<file path="src/core/scsd_defs.vh">
// constants for the socket configuration and sideband block
`ifndef SCSD_DEFS_VH
`define SCSD_DEFS_VH

`define SCSD_ADDR_CFG 8'h00
`define SCSD_ADDR_CTRL 8'h04
`define SCSD_ADDR_STATUS 8'h08

`define SCSD_CFG_RADIO 0
`define SCSD_CFG_HOST_LO 1
`define SCSD_CFG_HOST_HI 2
`define SCSD_CFG_PORT_LO 3
`define SCSD_CFG_PORT_HI 4
`define SCSD_CFG_PRESENT 5
`define SCSD_CFG_RESET 6'h00

`define SCSD_CTRL_WAKE 0
`define SCSD_CTRL_ALERT 1
`define SCSD_CTRL_AUD_LO 2
`define SCSD_CTRL_AUD_HI 3
`define SCSD_CTRL_ANT_MODE 4
`define SCSD_CTRL_ANT_LO 8
`define SCSD_CTRL_ANT_HI 11

`define SCSD_HOST_PCIE 2'h0
`define SCSD_HOST_USB3 2'h1
`define SCSD_HOST_SSIC 2'h2
`define SCSD_HOST_SATA 2'h0

`define SCSD_AUD_OFF 2'h0
`define SCSD_AUD_I2S 2'h1
`define SCSD_AUD_SLIM 2'h2

`define SCSD_STATE_NONE 4'hF
`define SCSD_STATE_USB3_BASE 4'h4
`define SCSD_STATE_SSIC_BASE 4'h8
`define SCSD_PORT_HSIC 2'h3
`define SCSD_PORT_UIM2 2'h2

`define SCSD_WAKE_PULSE_MS 1000
`define SCSD_CLK_KHZ 20000
`define SCSD_WAKE_CYCLES (`SCSD_WAKE_PULSE_MS * `SCSD_CLK_KHZ)

`endif

</file>
<file path="src/core/scsd_module_side.v">
// module-side socket strap, wake, power-cut, alert, audio and antenna pin logic
// Operation
// - module grounds or leaves open each strap per type, interface, port config.
// - module wakes host with one 1 second low pulse on open-drain line.
// - audio pins follow I2S or SLIMbus pin roles per selected mode.
// - general-purpose antenna mode drives a 4-bit value, line 0 lsb.
// - front-end serial mode: line1 data, line2 clock, line3 supply ref.
// - power-cut input is asynchronous; radio power drops while asserted.
// - storage module asks for attention by pulling the alert line low.
// - reserved pins get no function and stay undriven.
// - port config selects the function of the wake pin and the four audio pins.
//
// The address-and-strobe port and the address map were left to the implementer.
`timescale 1ns/1ps
`include "scsd_defs.vh"

module scsd_module_side #(
	parameter integer WAKE_CYCLES = `SCSD_WAKE_CYCLES
) (
	input wire mclk,
	input wire sys_rst,
	input wire ce,
	input wire [7:0] regAddr,
	input wire [31:0] regWrData,
	input wire regWr,
	input wire regRd,
	output reg [31:0] regRdData,
	output reg [3:0] strapOut,
	output reg [3:0] strapOe_n,
	output reg hostWakeOut,
	output reg hostWakeOe_n,
	input wire txPowerCutReq,
	output reg txPowerReduce,
	output reg alertOut,
	output reg alertOe_n,
	input wire [3:0] audioIn,
	output reg [3:0] audioOut,
	output reg [3:0] audioOe_n,
	input wire audClkOut,
	input wire audClkDrive,
	input wire audTxData,
	input wire audWsOut,
	input wire audWsDrive,
	input wire slimDataOut,
	input wire slimDataDrive,
	output reg audClkIn,
	output reg audRxData,
	output reg audWsIn,
	output reg slimDataIn,
	input wire [3:0] antennaIn,
	output reg [3:0] antennaOut,
	output reg [3:0] antennaOe_n,
	input wire rffeDataOut,
	input wire rffeDataDrive,
	input wire rffeClk,
	input wire rffeSupplyRef,
	output reg rffeDataIn
);

	reg [5:0] cfg;
	reg alertReq;
	reg [1:0] audMode;
	reg antMode;
	reg [3:0] antValue;
	reg [31:0] wakeCount;
	reg wakeBusy;
	reg txCutMeta;
	reg txCutSync;
	reg [3:0] next_state;
	reg [3:0] next_strap;
	reg [3:0] next_audOut;
	reg [3:0] next_audOe_n;
	reg [3:0] next_antOut;
	reg [3:0] next_antOe_n;
	wire isRadio;
	wire [1:0] hostIf;
	wire [1:0] portCfg;
	wire wakeAllowed;
	wire audioAllowed;
	wire cfgWrite;
	wire ctrlWrite;
	wire wakeStart;

	// encodes the module's identity into the 4-bit strap state number
	function [3:0] encode_state;
		input [5:0] c;
		begin
			if (!c[`SCSD_CFG_PRESENT]) begin
				encode_state = `SCSD_STATE_NONE;
			end else if (!c[`SCSD_CFG_RADIO]) begin
				// storage carries no port config; sata or pcie only
				encode_state = {3'h0, c[`SCSD_CFG_HOST_LO]};
			end else begin
				case (c[`SCSD_CFG_HOST_HI:`SCSD_CFG_HOST_LO])
					`SCSD_HOST_PCIE: begin
						// port configs 2 and 3 jump to states 12 and 13
						encode_state = c[`SCSD_CFG_PORT_HI] ?
							{3'h6, c[`SCSD_CFG_PORT_LO]} :
							{3'h1, c[`SCSD_CFG_PORT_LO]};
					end
					`SCSD_HOST_USB3: begin
						encode_state = `SCSD_STATE_USB3_BASE |
							{2'h0, c[`SCSD_CFG_PORT_HI:`SCSD_CFG_PORT_LO]};
					end
					`SCSD_HOST_SSIC: begin
						encode_state = `SCSD_STATE_SSIC_BASE |
							{2'h0, c[`SCSD_CFG_PORT_HI:`SCSD_CFG_PORT_LO]};
					end
					default: begin
						// undefined interface code: present nothing rather than state 14
						encode_state = `SCSD_STATE_NONE;
					end
				endcase
			end
		end
	endfunction

	// true for a strobe aimed at one register offset
	function reg_hit;
		input strobe;
		input [7:0] addr;
		input [7:0] target;
		begin
			reg_hit = strobe && (addr == target);
		end
	endfunction

	// straps leave the socket as strap0 msb, strap3, strap2, strap1 lsb
	function [3:0] strap_pins;
		input [3:0] s;
		begin
			// result bit n drives strap n
			strap_pins = {s[2], s[1], s[0], s[3]};
		end
	endfunction

	assign isRadio = cfg[`SCSD_CFG_RADIO] & cfg[`SCSD_CFG_PRESENT];
	assign hostIf = cfg[`SCSD_CFG_HOST_HI:`SCSD_CFG_HOST_LO];
	assign portCfg = cfg[`SCSD_CFG_PORT_HI:`SCSD_CFG_PORT_LO];
	// the wake pin becomes strobe/data in port config 3
	assign wakeAllowed = isRadio & (portCfg != `SCSD_PORT_HSIC);
	// audio pins are reserved in port config 2
	assign audioAllowed = isRadio & (portCfg != `SCSD_PORT_UIM2);

	// decoded register strobes
	assign cfgWrite = reg_hit(regWr, regAddr, `SCSD_ADDR_CFG);
	assign ctrlWrite = reg_hit(regWr, regAddr, `SCSD_ADDR_CTRL);
	assign wakeStart = ctrlWrite & regWrData[`SCSD_CTRL_WAKE] & wakeAllowed;

	always @* begin
		next_state = encode_state(cfg);
		next_strap = strap_pins(next_state);
	end

	always @* begin
		next_audOut = 4'h0;
		next_audOe_n = 4'hF;
		if (audioAllowed && audMode == `SCSD_AUD_I2S) begin
			next_audOut = {audWsOut, audTxData, 1'b0, audClkOut};
			next_audOe_n = {~audWsDrive, 1'b0, 1'b1, ~audClkDrive};
		end else if (audioAllowed && audMode == `SCSD_AUD_SLIM) begin
			next_audOut = {2'h0, slimDataOut, audClkOut};
			next_audOe_n = {2'h3, ~slimDataDrive, 1'b0};
		end
	end

	always @* begin
		if (!isRadio) begin
			next_antOut = 4'h0;
			next_antOe_n = 4'hF;
		end else if (!antMode) begin
			next_antOut = antValue;
			next_antOe_n = 4'h0;
		end else begin
			next_antOut = {rffeSupplyRef, rffeClk, rffeDataOut, 1'b0};
			next_antOe_n = {1'b0, 1'b0, ~rffeDataDrive, 1'b1};
		end
	end

	// register file and control
	always @(posedge mclk or posedge sys_rst) begin
		if (sys_rst) begin
			cfg <= `SCSD_CFG_RESET;
			alertReq <= 1'b0;
			audMode <= `SCSD_AUD_OFF;
			antMode <= 1'b0;
			antValue <= 4'h0;
			regRdData <= 32'h0;
		end else if (ce) begin
			if (cfgWrite) begin
				cfg <= regWrData[5:0];
			end
			if (ctrlWrite) begin
				alertReq <= regWrData[`SCSD_CTRL_ALERT];
				audMode <= regWrData[`SCSD_CTRL_AUD_HI:`SCSD_CTRL_AUD_LO];
				antMode <= regWrData[`SCSD_CTRL_ANT_MODE];
				antValue <= regWrData[`SCSD_CTRL_ANT_HI:`SCSD_CTRL_ANT_LO];
			end
			regRdData <= 32'h0;
			if (regRd) begin
				case (regAddr)
					`SCSD_ADDR_CFG: begin
						regRdData <= {26'h0, cfg};
					end
					`SCSD_ADDR_CTRL: begin
						regRdData <= {20'h0, antValue, 3'h0, antMode, audMode, alertReq, 1'b0};
					end
					`SCSD_ADDR_STATUS: begin
						regRdData <= {24'h0, alertReq & ~alertOe_n, wakeAllowed, next_state,
							txCutSync, wakeBusy};
					end
					default: begin
						regRdData <= 32'h0;
					end
				endcase
			end
		end
	end

	// wake pulse: a start request while busy or not allowed is dropped
	// ce low stretches the pulse, since the counter freezes with everything else
	always @(posedge mclk or posedge sys_rst) begin
		if (sys_rst) begin
			wakeBusy <= 1'b0;
			wakeCount <= 32'h0;
			hostWakeOut <= 1'b0;
			hostWakeOe_n <= 1'b1;
		end else if (ce) begin
			if (wakeBusy) begin
				if (wakeCount == WAKE_CYCLES - 1) begin
					wakeBusy <= 1'b0;
					hostWakeOe_n <= 1'b1;
				end
				wakeCount <= wakeCount + 32'h1;
			end else if (wakeStart) begin
				wakeBusy <= 1'b1;
				wakeCount <= 32'h0;
				hostWakeOe_n <= 1'b0;
			end
			hostWakeOut <= 1'b0;
		end
	end

	// power-cut input crosses in through two flops before it is used
	always @(posedge mclk or posedge sys_rst) begin
		if (sys_rst) begin
			txCutMeta <= 1'b0;
			txCutSync <= 1'b0;
			txPowerReduce <= 1'b0;
		end else if (ce) begin
			txCutMeta <= txPowerCutReq;
			txCutSync <= txCutMeta;
			txPowerReduce <= txCutSync & isRadio;
		end
	end

	// pin drivers, all registered
	always @(posedge mclk or posedge sys_rst) begin
		if (sys_rst) begin
			strapOut <= 4'h0;
			strapOe_n <= 4'hF;
			alertOut <= 1'b0;
			alertOe_n <= 1'b1;
			audioOut <= 4'h0;
			audioOe_n <= 4'hF;
			antennaOut <= 4'h0;
			antennaOe_n <= 4'hF;
			audClkIn <= 1'b0;
			audRxData <= 1'b0;
			audWsIn <= 1'b0;
			slimDataIn <= 1'b0;
			rffeDataIn <= 1'b0;
		end else if (ce) begin
			// a one strap bit is left open, a zero is grounded
			strapOut <= 4'h0;
			strapOe_n <= next_strap;
			alertOut <= 1'b0;
			// attention only meaningful for a present storage module
			alertOe_n <= ~(alertReq & cfg[`SCSD_CFG_PRESENT] & ~cfg[`SCSD_CFG_RADIO]);
			audioOut <= next_audOut;
			audioOe_n <= next_audOe_n;
			antennaOut <= next_antOut;
			antennaOe_n <= next_antOe_n;
			// inputs are copied even while a pin is reserved; users must ignore them then
			audClkIn <= audioIn[0];
			audRxData <= audioIn[1];
			audWsIn <= audioIn[3];
			slimDataIn <= audioIn[1];
			rffeDataIn <= antennaIn[1];
		end
	end

endmodule

</file>
<file path="config.mk">
export PLATFORM = sky130hd
export DESIGN_NAME = scsd_module_side
export DESIGN_NICKNAME = d
export VERILOG_FILES = /design/src/core/scsd_module_side.v
export VERILOG_INCLUDE_DIRS = /design/src /design/src/core
export SDC_FILE = /design/constraint.sdc
export NUM_CORES = 1
export LEC_CHECK = 0
export BUFFER_PORTS_ARGS = -buffer_cell sky130_fd_sc_hd__buf_2
export CORE_UTILIZATION = 52
export DETAILED_ROUTE_END_ITERATION = 10
export PLACE_DENSITY = 0.8
export SLEW_MARGIN = 40
export SYNTH_ARGS = -nofsm -noshare
export SYNTH_HDL_FRONTEND = slang
export SYNTH_SLANG_ARGS = --single-unit
</file>
<file path="constraint.sdc">
create_clock -name mclk -period 2.7 [get_ports mclk]
set_input_delay 0.135 -clock mclk [delete_from_list [all_inputs] [get_ports mclk]]
set_output_delay 0.135 -clock mclk [all_outputs]
set_load 0.01 [all_outputs]
</file>
Word-level counts from Yosys, hierarchy flattened
Cells that the tools add are included.
{"block": "classes", "n_addsub": 1, "n_mul": 0, "div_mod_pow": 0, "magnitude_cmp": 0, "eq_ne": 10, "shift": 0, "n_mux": 22, "bitwise_logic": 16, "reduce_logical": 11}
{"operator": "$mux 32", "count": 2}
{"operator": "$pmux 12 s3", "count": 1}
{"operator": "$add 32x1->32 const B", "count": 1}
{"operator": "$eq 32x25->1 const B", "count": 1}
{"operator": "$mux 4", "count": 8}
{"operator": "$mux 12", "count": 1}
{"operator": "$pmux 4 s3", "count": 1}
{"operator": "$and 1x1->1", "count": 9}
{"operator": "$eq 8x3->1 const B", "count": 1}
{"operator": "$eq 8x4->1 const B", "count": 1}
{"operator": "$logic_not 8->1", "count": 1}
{"operator": "$not 1->1", "count": 7}
{"operator": "$mux 1", "count": 6}
{"operator": "$mux 2", "count": 3}
{"operator": "$reduce_and 2->1", "count": 3}
{"operator": "$eq 2x1->1 const B", "count": 2}
{"operator": "$eq 2x2->1 const B", "count": 2}
{"operator": "$logic_and 1x1->1", "count": 4}
{"operator": "$ne 2x2->1 const B", "count": 2}
{"operator": "$reduce_and 3->1", "count": 1}
{"operator": "$logic_not 2->1", "count": 1}
{"operator": "$ne 2x1->1 const B", "count": 1}
{"operator": "$reduce_bool 2->1", "count": 1}
{"block": "word_totals", "ff_bits": 108, "latch_bits": 0, "mem_bits_rw": 0, "rom_bits": 0, "in_bits": 65, "out_inout_bits": 66, "word_cells": 82, "n_memories": 0}

Depth between registers and ports, before layout
Gate-level depths: netlist of the first run.
{"block": "depth", "ltp_word": 6, "mapped_depth": 8, "mapped_depth_nobuf": 6}

Worst setup path after synthesis of the first run
No wires, ideal clock.
{"block": "synth_timing", "path_type": "input to register", "start": "in regAddr[5]", "end": "reg wakeCount[29]", "setup_ns": 0.079, "arrival_time_ns": 1.931, "t_required_ns": 2.621, "slack_ns": 0.690, "path_stages": 7, "n_path_buf": 2, "path_cell_list": "or4_4 > nor4_4 > a22oi_2 > buf_2 > buf_2 > nor4_2 > mux2i_1"}
{"block": "synth_via", "elab_chain_len": 6}
{"element": "start, declared", "line": "scsd_module_side.v:23", "source": "input wire [7:0] regAddr,"}
{"element": "$eq 8x3->1", "line": "scsd_module_side.v:124", "source": "reg_hit = strobe && (addr == target);"}
{"element": "$logic_and 1x1->1", "line": "scsd_module_side.v:124"}
{"element": "$and 1x1->1 (2 in series)", "line": "scsd_module_side.v:148", "source": "assign wakeStart = ctrlWrite & regWrData[`SCSD_CTRL_WAKE] & wakeAllowed;"}
{"element": "$reduce_bool 2->1 (no line)"}
{"element": "$reduce_and 2->1 (no line)"}
{"element": "end signal, assigned", "line": "scsd_module_side.v:234", "source": "wakeCount <= wakeCount + 32'h1;"}
{"element": "end, declared", "line": "scsd_module_side.v:65", "source": "reg [31:0] wakeCount;"}
Every way passes these cells.
A chain may end at the register's enable or synchronous reset.

Worst setup path after layout of the first run
{"block": "layout_timing", "start": "reg wakeCount[5]", "end": "reg wakeCount[20]"}
{"block": "layout_via", "elab_chain_len": 2}
{"element": "$add 32x1->32", "line": "scsd_module_side.v:234"}
{"element": "$mux 32", "line": "scsd_module_side.v:229", "source": "if (wakeBusy) begin"}
Every way passes these cells.

==> summary.txt, run 1 <==
Synthesis
  • Post-synth EDFFs: 0
  • Seq/Total Area, Yosys: 49.7%
  • Mapped cell area: 4410 um2
  • Unique masters post-synth: 49
  • Synth Register Bits: 87
  • Fraction of registers with async set/reset: 100%
  • YS warnings: 0
  • Most used DFF post-synth: dfrtp_1
  • Syn avg cell area: 10.4 um2
  • Cells after synthesis: 426

Pwr
  • Maximum vdd drop: 0.000332 V
  • Pleak: 2.27 nW
  • Design Power: 2.56 mW
  • Pwr/cell area: 501 nW/um2

Drt
  • Drt pass-1 iters: 7
  • Post-route DRC violation count: 0
  • Routed Wire Length: 10200 um
  • Average vias per placed instance: 5.90
  • Antenna violation net count after detailed routing: 0
  • DRT iter0 DRCs: 238
  • Routed wire length per instance: 16.4 um
  • Via Count: 3662

Critical path
  • Worst-path fanout max: 19
  • Critical Path, Cell by Cell: nand4_1 -> nor2_1 -> nand2_1 -> or4_1 -> a21oi_1
  • WP buf/inv: 0
  • Slowest cell on crit path: or4_1
  • Reg2Reg Launch Point: wakeCount[5]$_DFFE_PP0P_
  • CP peak stage delay: 0.61 ns
  • Top Family by Delay on Critical Path: simple AND/OR/NAND/NOR gates
  • CP Class: reg2reg
  • Nature of the critical path startpoint: flip-flop
  • R2R setup slack: 0.38 ns
  • R2r worst-path depth: 5
  • FF-to-FF End: wakeCount[20]$_DFFE_PP0P_
  • Worst setup EP type: flip-flop
  • Worst EP arrival: 2.60 ns
  • Worst EP required: 2.98 ns

Clock tree
  • Clock sinks: 87
  • CTS tree: yes
  • Clock latency on the worst-skew pair: 0.36 ns
  • Setup bufs post-CTS: 0
  • Root buf cell: clkbuf_8
  • CTS buffer count: 9
  • Clock-pin slew on the worst setup and hold paths: 0.09 ns
  • Post_cts resized: 0
  • H-Tree Depth: 3
  • CTS max path bufs: 2

GRT
  • Tot GR Track Use: 25.0%
  • Initial antenna violation count: 0
  • Largest net degree at the start of global routing: 58
  • Number of global-route vias before repair: 3647
  • Global route overflow: 0
  • First-pass GRT wire length: 17100 um

Finish
  • Final non-filler cell total: 621
  • Layout area overhead: 15.7%
  • Share of layout cells above drive strength 1: 27.3%
  • Filler instances: 672
  • Nets: 577
  • Fin util: 62.2%
  • N_diodes: 0

Run
  • MaxCap Viol Count: 0

Worst hold path
  • Worst min path class: in2reg
  • Hold path startpoint: audioIn[3]
  • Hold Path Cell Cnt: 2
  • Hold endpoint: audWsIn$_DFFE_PP0P_

Floorplanning
  • Total core area: 8220 um2
  • # rows: 33
  • Full die area: 8860 um2
  • Die Ht: 94.1 um
  • I/O Pins: 131
  • Die width: 94.1 um
  • Initial Util: 53.7%

STA
  • Worst rel slew slack: 51.7%
  • Setup_tns: 0 ns
  • Hold WS: 0.0117 ns
  • Final hold vios: 0
  • Final Critical Period: 2.32 ns
  • RSZ-0062 raised after global routing: false
  • Worst slew pin tran: 0.715 ns
  • Final worst-path cycle share: 85.8%
  • Fmax: 431 MHz
  • Clk_skew: 0.0127 ns
  • Final setup fails: 0
  • Max-slew violations: 0

Run status
  • Status: finished, final reports clean

Placed design
  • HPWL Detailed: 6970 um
  • Routability cong.: 0.844
  • Input/output buffers: 78
  • DP Cell Count: 594
[kinds of logic after synthesis]
kind of cell	Yosys count	share of synthesized area (%)
multiplexers	31	7.57
adder cells (fa/ha/maj)	1	0.283
other	1	0.0850
buffers and inverters	66	8.13
XOR/XNOR	1	0.198
AO/OA/AOI/OAI	102	15.6
flip-flops	87	49.7
AND/OR/NAND/NOR	137	18.4
[cells in the mapped netlist (6+ instances only)]
cell type | number | area, um2
nand2b_1 | 7 | 43.8
nand3_1 | 16 | 80.1
o2bb2ai_1 | 6 | 52.6
dfrtp_1 | 74 | 1850
nand2_1 | 20 | 75.1
a21oi_1 | 32 | 160
a22o_1 | 8 | 70.1
o31ai_1 | 23 | 173
mux2i_1 | 12 | 120
mux2_2 | 19 | 214
o21ai_0 | 13 | 65.1
nor2_1 | 23 | 86.3
clkbuf_1 | 16 | 60.1
nor4b_1 | 6 | 52.6
nand4_1 | 11 | 68.8
inv_1 | 17 | 63.8
or4_1 | 22 | 165
dfstp_2 | 13 | 342
buf_4 | 28 | 210
[routing by layer]
| layer | GRT usage, % | part of all wire [%] |
|---|---|---|
| met5 | 0 | 0 |
| met4 | 8.33 | 1.2 |
| met3 | 5.91 | 5.2 |
| met2 | 42.8 | 52 |
| met1 | 30.9 | 42 |
[registers in the layout, summed over array words and instances (netlist names), 2 cells and up]
name and count:
audioOe_n 4, antennaOe_n 3, cfg 6, antValue 4, antennaOut 4, strapOe_n 4
audMode 2, regRdData 12, wakeCount 32, audioOut 4
[cell type report]
| class | instances | area, um2 | share of cell area (%) |
|---|---|---|---|
| Inverter | 17 | 65.1 | 1.27 |
| Timing Repair Buffer | 98 | 568 | 11.1 |
| Sequential cell | 87 | 2190 | 42.9 |
| Clock inverter | 6 | 67.6 | 1.32 |
| Clock buffer | 10 | 128 | 2.50 |
| Multi-Input combinational cell | 298 | 1960 | 38.3 |
| Tap cell | 105 | 131 | 2.57 |
[cell usage in the layout (no fill, tap or decap), drive strengths merged, types with 7 or more instances in the layout]
cell / synthesis / routed
a21oi: 32 / 32
a22o: 8 / 8
buf: 33 / 87
clkbuf: 16 / 10
conb: 1 / 26
dfrtp: 74 / 74
dfstp: 13 / 13
dlygate4sd3: 0 / 11
inv: 17 / 18
mux2: 19 / 19
mux2i: 12 / 12
nand2: 20 / 20
nand2b: 7 / 7
nand3: 16 / 16
nand4: 11 / 11
nor2: 23 / 23
o21ai: 13 / 13
o31ai: 23 / 23
or4: 23 / 23
[per-stage QoR]
stage               setup WS, ns  cell area [um2]
global route               0.224             5110
CTS                        0.374             5110
finish                     0.382             5110
floorplan                  0.336             4510
detailed placement         0.404             4800
global placement           0.476             4800
[report_power, final]
group / internal, mW / total, mW / switching (mW) / leakage (nW)
sequential: 1.35 / 1.40 / 0.0504 / 1.15
combinational: 0.0936 / 0.236 / 0.142 / 1.03
clock: 0.433 / 0.920 / 0.487 / 0.0933
[worst max-delay path by stage]
stage	from	endpoint	slack, ns	depth (start not counted)
floorplan	sys_rst	alertReq$_DFFE_PP0P_	0.34	1
global placement	regAddr[5]	wakeCount[7]$_DFFE_PP0P_	0.48	8
detailed placement	wakeCount[5]$_DFFE_PP0P_	wakeCount[20]$_DFFE_PP0P_	0.40	5
CTS	wakeCount[5]$_DFFE_PP0P_	wakeCount[20]$_DFFE_PP0P_	0.37	5
global route	wakeCount[9]$_DFFE_PP0P_	wakeCount[23]$_DFFE_PP0P_	0.22	5
finish	wakeCount[5]$_DFFE_PP0P_	wakeCount[20]$_DFFE_PP0P_	0.38	5
[worst register-to-register path: stages (launching register included)]
cell and delay, ns:
dfrtp_1 0.42, nand4_1 0.24, nor2_1 0.34, nand2_1 0.44
or4_1 0.61, a21oi_1 0.19
[repair_timing]
item,CTS,global route
endpoints found under the hold margin,45,0
hold buffers,11,0
endpoints found under the setup margin,0,0
Note: power is estimated with default switching activity, not from simulation.
==> inputs of run 2 (changes only) <==
--- a/config.mk
+++ b/config.mk
@@ -9,6 +9,8 @@
 export BUFFER_PORTS_ARGS = -buffer_cell sky130_fd_sc_hd__buf_2
 export CORE_UTILIZATION = 52
 export DETAILED_ROUTE_END_ITERATION = 10
+export GPL_TIMING_DRIVEN = 0
+export MAX_ROUTING_LAYER = met4
 export PLACE_DENSITY = 0.8
 export SLEW_MARGIN = 40
 export SYNTH_ARGS = -nofsm -noshare
==> run 2 against run 1 <==
Largest power group unchanged. Non-clock buffer count increased by 40. Critical path type unchanged. Combinational power increased by 18%. Clock power increased by 2.9%. Maximum frequency decreased by 5.2%. Wire length increased by 6.1%.
==> summary.txt, run 2 (synthesized netlist as in run 1, its figures left out) <==
Run status
  • Status: finished, final reports clean (unchanged)

STA
  • Setup_tns: 0 ns (unchanged)
  • Clk_skew: 0.0121 ns (was 0.0127 ns)
  • Worst rel slew slack: 50.9% (was 51.7%)
  • Final worst-path cycle share: 90.5% (was 85.8%)
  • Max-slew violations: 0 (unchanged)
  • RSZ-0062 raised after global routing: false (unchanged)
  • Final hold vios: 0 (unchanged)
  • Final setup fails: 0 (unchanged)
  • Final Critical Period: 2.44 ns (was 2.32 ns)
  • Worst setup margin: 0.256 ns (was 0.382 ns)
  • Fmax: 409 MHz (was 431 MHz)
  • Worst slew pin tran: 0.727 ns (was 0.715 ns)

Clock tree
  • Clock sinks: 87 (unchanged)
  • H-Tree Depth: 3 (unchanged)
  • CTS tree: yes (unchanged)
  • Clock latency on the worst-skew pair: 0.37 ns (was 0.36 ns)
  • CTS max path bufs: 2 (unchanged)
  • CTS buffer count: 9 (unchanged)
  • Setup bufs post-CTS: 0 (unchanged)
  • Clock-pin slew on the worst setup and hold paths: 0.09 ns (about the same)
  • Root buf cell: clkbuf_8 (unchanged)
  • Post_cts resized: 0 (unchanged)

Placed design
  • HPWL Detailed: 7610 um (was 6970 um)
  • Input/output buffers: 78 (unchanged)
  • DP Worst Slack: 0.279 ns (was 0.404 ns)
  • DP Area: 5060 um2 (was 4800 um2)
  • Routability cong.: 0.896 (was 0.844)

Drt
  • Met2 wire len: 5460 um (was 5260 um)
  • Routed Wire Length: 10800 um (was 10200 um)
  • DRT iter0 DRCs: 237 (was 238)
  • Drt pass-1 iters: 6 (was 7)
  • Metal3 WL: 700 um (was 536 um)
  • Antenna violation net count after detailed routing: 0 (unchanged)
  • Routed wire length per instance: 16.4 um (about the same)
  • Via Count: 3831 (was 3662)
  • Average vias per placed instance: 5.80 (was 5.90)
  • Post-route DRC violation count: 0 (unchanged)
  • DR top layer: met4 (unchanged)
  • M1 WL: 4490 um (was 4290 um)

Floorplanning
  • I/O Pins: 131 (unchanged)
  • Full die area: 8860 um2 (unchanged)
  • # rows: 33 (unchanged)
  • Die width: 94.1 um (unchanged)
  • Initial Util: 53.7% (unchanged)
  • Die Ht: 94.1 um (unchanged)
  • Total core area: 8220 um2 (unchanged)

Pwr
  • Design Power: 2.63 mW (was 2.56 mW)
  • Maximum vdd drop: 0.000416 V (was 0.000332 V)
  • Pleak: 2.44 nW (was 2.27 nW)
  • Pwr/cell area: 489 nW/um2 (was 501 nW/um2)

Finish
  • Fin util: 65.3% (was 62.2%)
  • N_diodes: 0 (unchanged)
  • Layout area overhead: 21.6% (was 15.7%)
  • Most common cell after layout, fill and taps aside: buf_2 (unchanged)
  • Biggest regs: wakeCount: 32 flops, regRdData: 12 flops, cfg: 6 flops (unchanged)
  • Most frequent cells in the layout: buf_2, dfrtp_1, a21oi_1 (unchanged)
  • Share of layout cells above drive strength 1: 29.9% (was 27.3%)
  • Nets: 617 (was 577)
  • Most flops, register: wakeCount (unchanged)
  • Final Cell Area: 5370 um2 (was 5110 um2)
  • Max FFs per register: 32 (unchanged)

Critical path
  • Worst EP arrival: 2.73 ns (was 2.60 ns)
  • Worst-path fanout max: 10 (was 19)
  • R2r worst-path depth: 8 (was 5)
  • Nature of the critical path startpoint: flip-flop (unchanged)
  • Top Family by Delay on Critical Path: buffers and inverters (was simple AND/OR/NAND/NOR gates)
  • CP dominant cell by count: clkbuf_1
  • CP Class: reg2reg (unchanged)
  • Slowest cell on crit path: clkbuf_1 (was or4_1)
  • Levels on crit path: 8 (was 5)
  • Worst setup EP type: flip-flop (unchanged)
  • Critical Path, Cell by Cell: clkbuf_1 -> nand2_1 -> and3_1 -> a22oi_2 -> clkbuf_1 -> clkbuf_1 -> o21ai_0 -> a21oi_1 (was nand4_1 -> nor2_1 -> nand2_1 -> or4_1 -> a21oi_1)
  • CP peak stage delay: 0.41 ns (was 0.61 ns)
  • WP buf/inv: 3 (was 0)
  • Worst EP required: 2.98 ns (about the same)

GRT
  • Tot GR Track Use: 26.8% (was 25.0%)
  • Largest net degree at the start of global routing: 64 (was 58)
  • First-pass GRT wire length: 17700 um (was 17100 um)
  • Initial antenna violation count: 0 (unchanged)
  • Number of global-route vias before repair: 3661 (was 3647)
  • Global route overflow: 0 (unchanged)

Worst hold path
  • Hold Path Cell Cnt: 2 (unchanged)
  • Worst min path class: in2reg (unchanged)

Run
  • MaxCap Viol Count: 0 (unchanged)
## run 2: cell types whose count changed in the layout (fill, tap and decap cells not counted), sizes merged
cell / change
buf: +25
clkinvlp: -2
inv: +2
clkbuf: +16
dlygate4sd3: -1
## run 2: layout make-up
cell class                      count  area (um2)
Clock buffer                       10         128
Buffer                             49         295
Tap cell                          105         131
Sequential cell                    87        2190
Fill cell                         675        2850
Clock inverter                      6        76.3
Multi-Input combinational cell    298        1960
Timing Repair Buffer               89         518
Inverter                           17        68.8
## run 2: through the flow
stage,hold slack [ns],std cells
2_1_floorplan,0.185,451
3_3_place_gp,0.270,634
3_5_place_dp,0.109,635
4_1_cts,0.000600,661
5_1_grt,0.00361,661
6_report,0.00539,661
## run 2: worst paths after layout
check,from,endpoint,slack (ns)
worst min-delay path,antennaIn[1],rffeDataIn$_DFFE_PP0P_,0.005
worst max register to register,cfg[4]$_DFFE_PP0P_,wakeCount[2]$_DFFE_PP0P_,0.26
worst max-delay path,cfg[4]$_DFFE_PP0P_,wakeCount[2]$_DFFE_PP0P_,0.26
max in group asynchronous,sys_rst,hostWakeOe_n$_DFFE_PP1P_,1.81
min in group asynchronous,sys_rst,audClkIn$_DFFE_PP0P_,0.26
worst min register to register,audioOut[1]$_DFFE_PP0P_,audioOut[1]$_DFFE_PP0P_,0.49
## run 2: worst reg2reg max path: stages, from the launching register on
cell      delay, ns
dfrtp_1        0.34
clkbuf_1       0.30
nand2_1        0.14
and3_1         0.24
a22oi_2        0.23
clkbuf_1       0.38
clkbuf_1       0.41
o21ai_0        0.14
a21oi_1        0.17
## run 2: layer usage
metal,vias up,track usage [%]
li1,1792,-
met1,1852,32.8
met2,166,44.3
met3,21,5.34
met4,0,9.10
met5,-,-
## run 2: power by group
| part | switching, mW | total, mW | internal, mW |
|---|---|---|---|
| Combinational | 0.157 | 0.279 | 0.122 |
| Sequential | 0.0484 | 1.40 | 1.35 |
| Clock | 0.503 | 0.947 | 0.445 |
## run 2: repair_timing
action,4_1_cts,5_1_grt
hold buffers,10,0
hold endpoints to repair,33,0
setup endpoints to repair,0,0
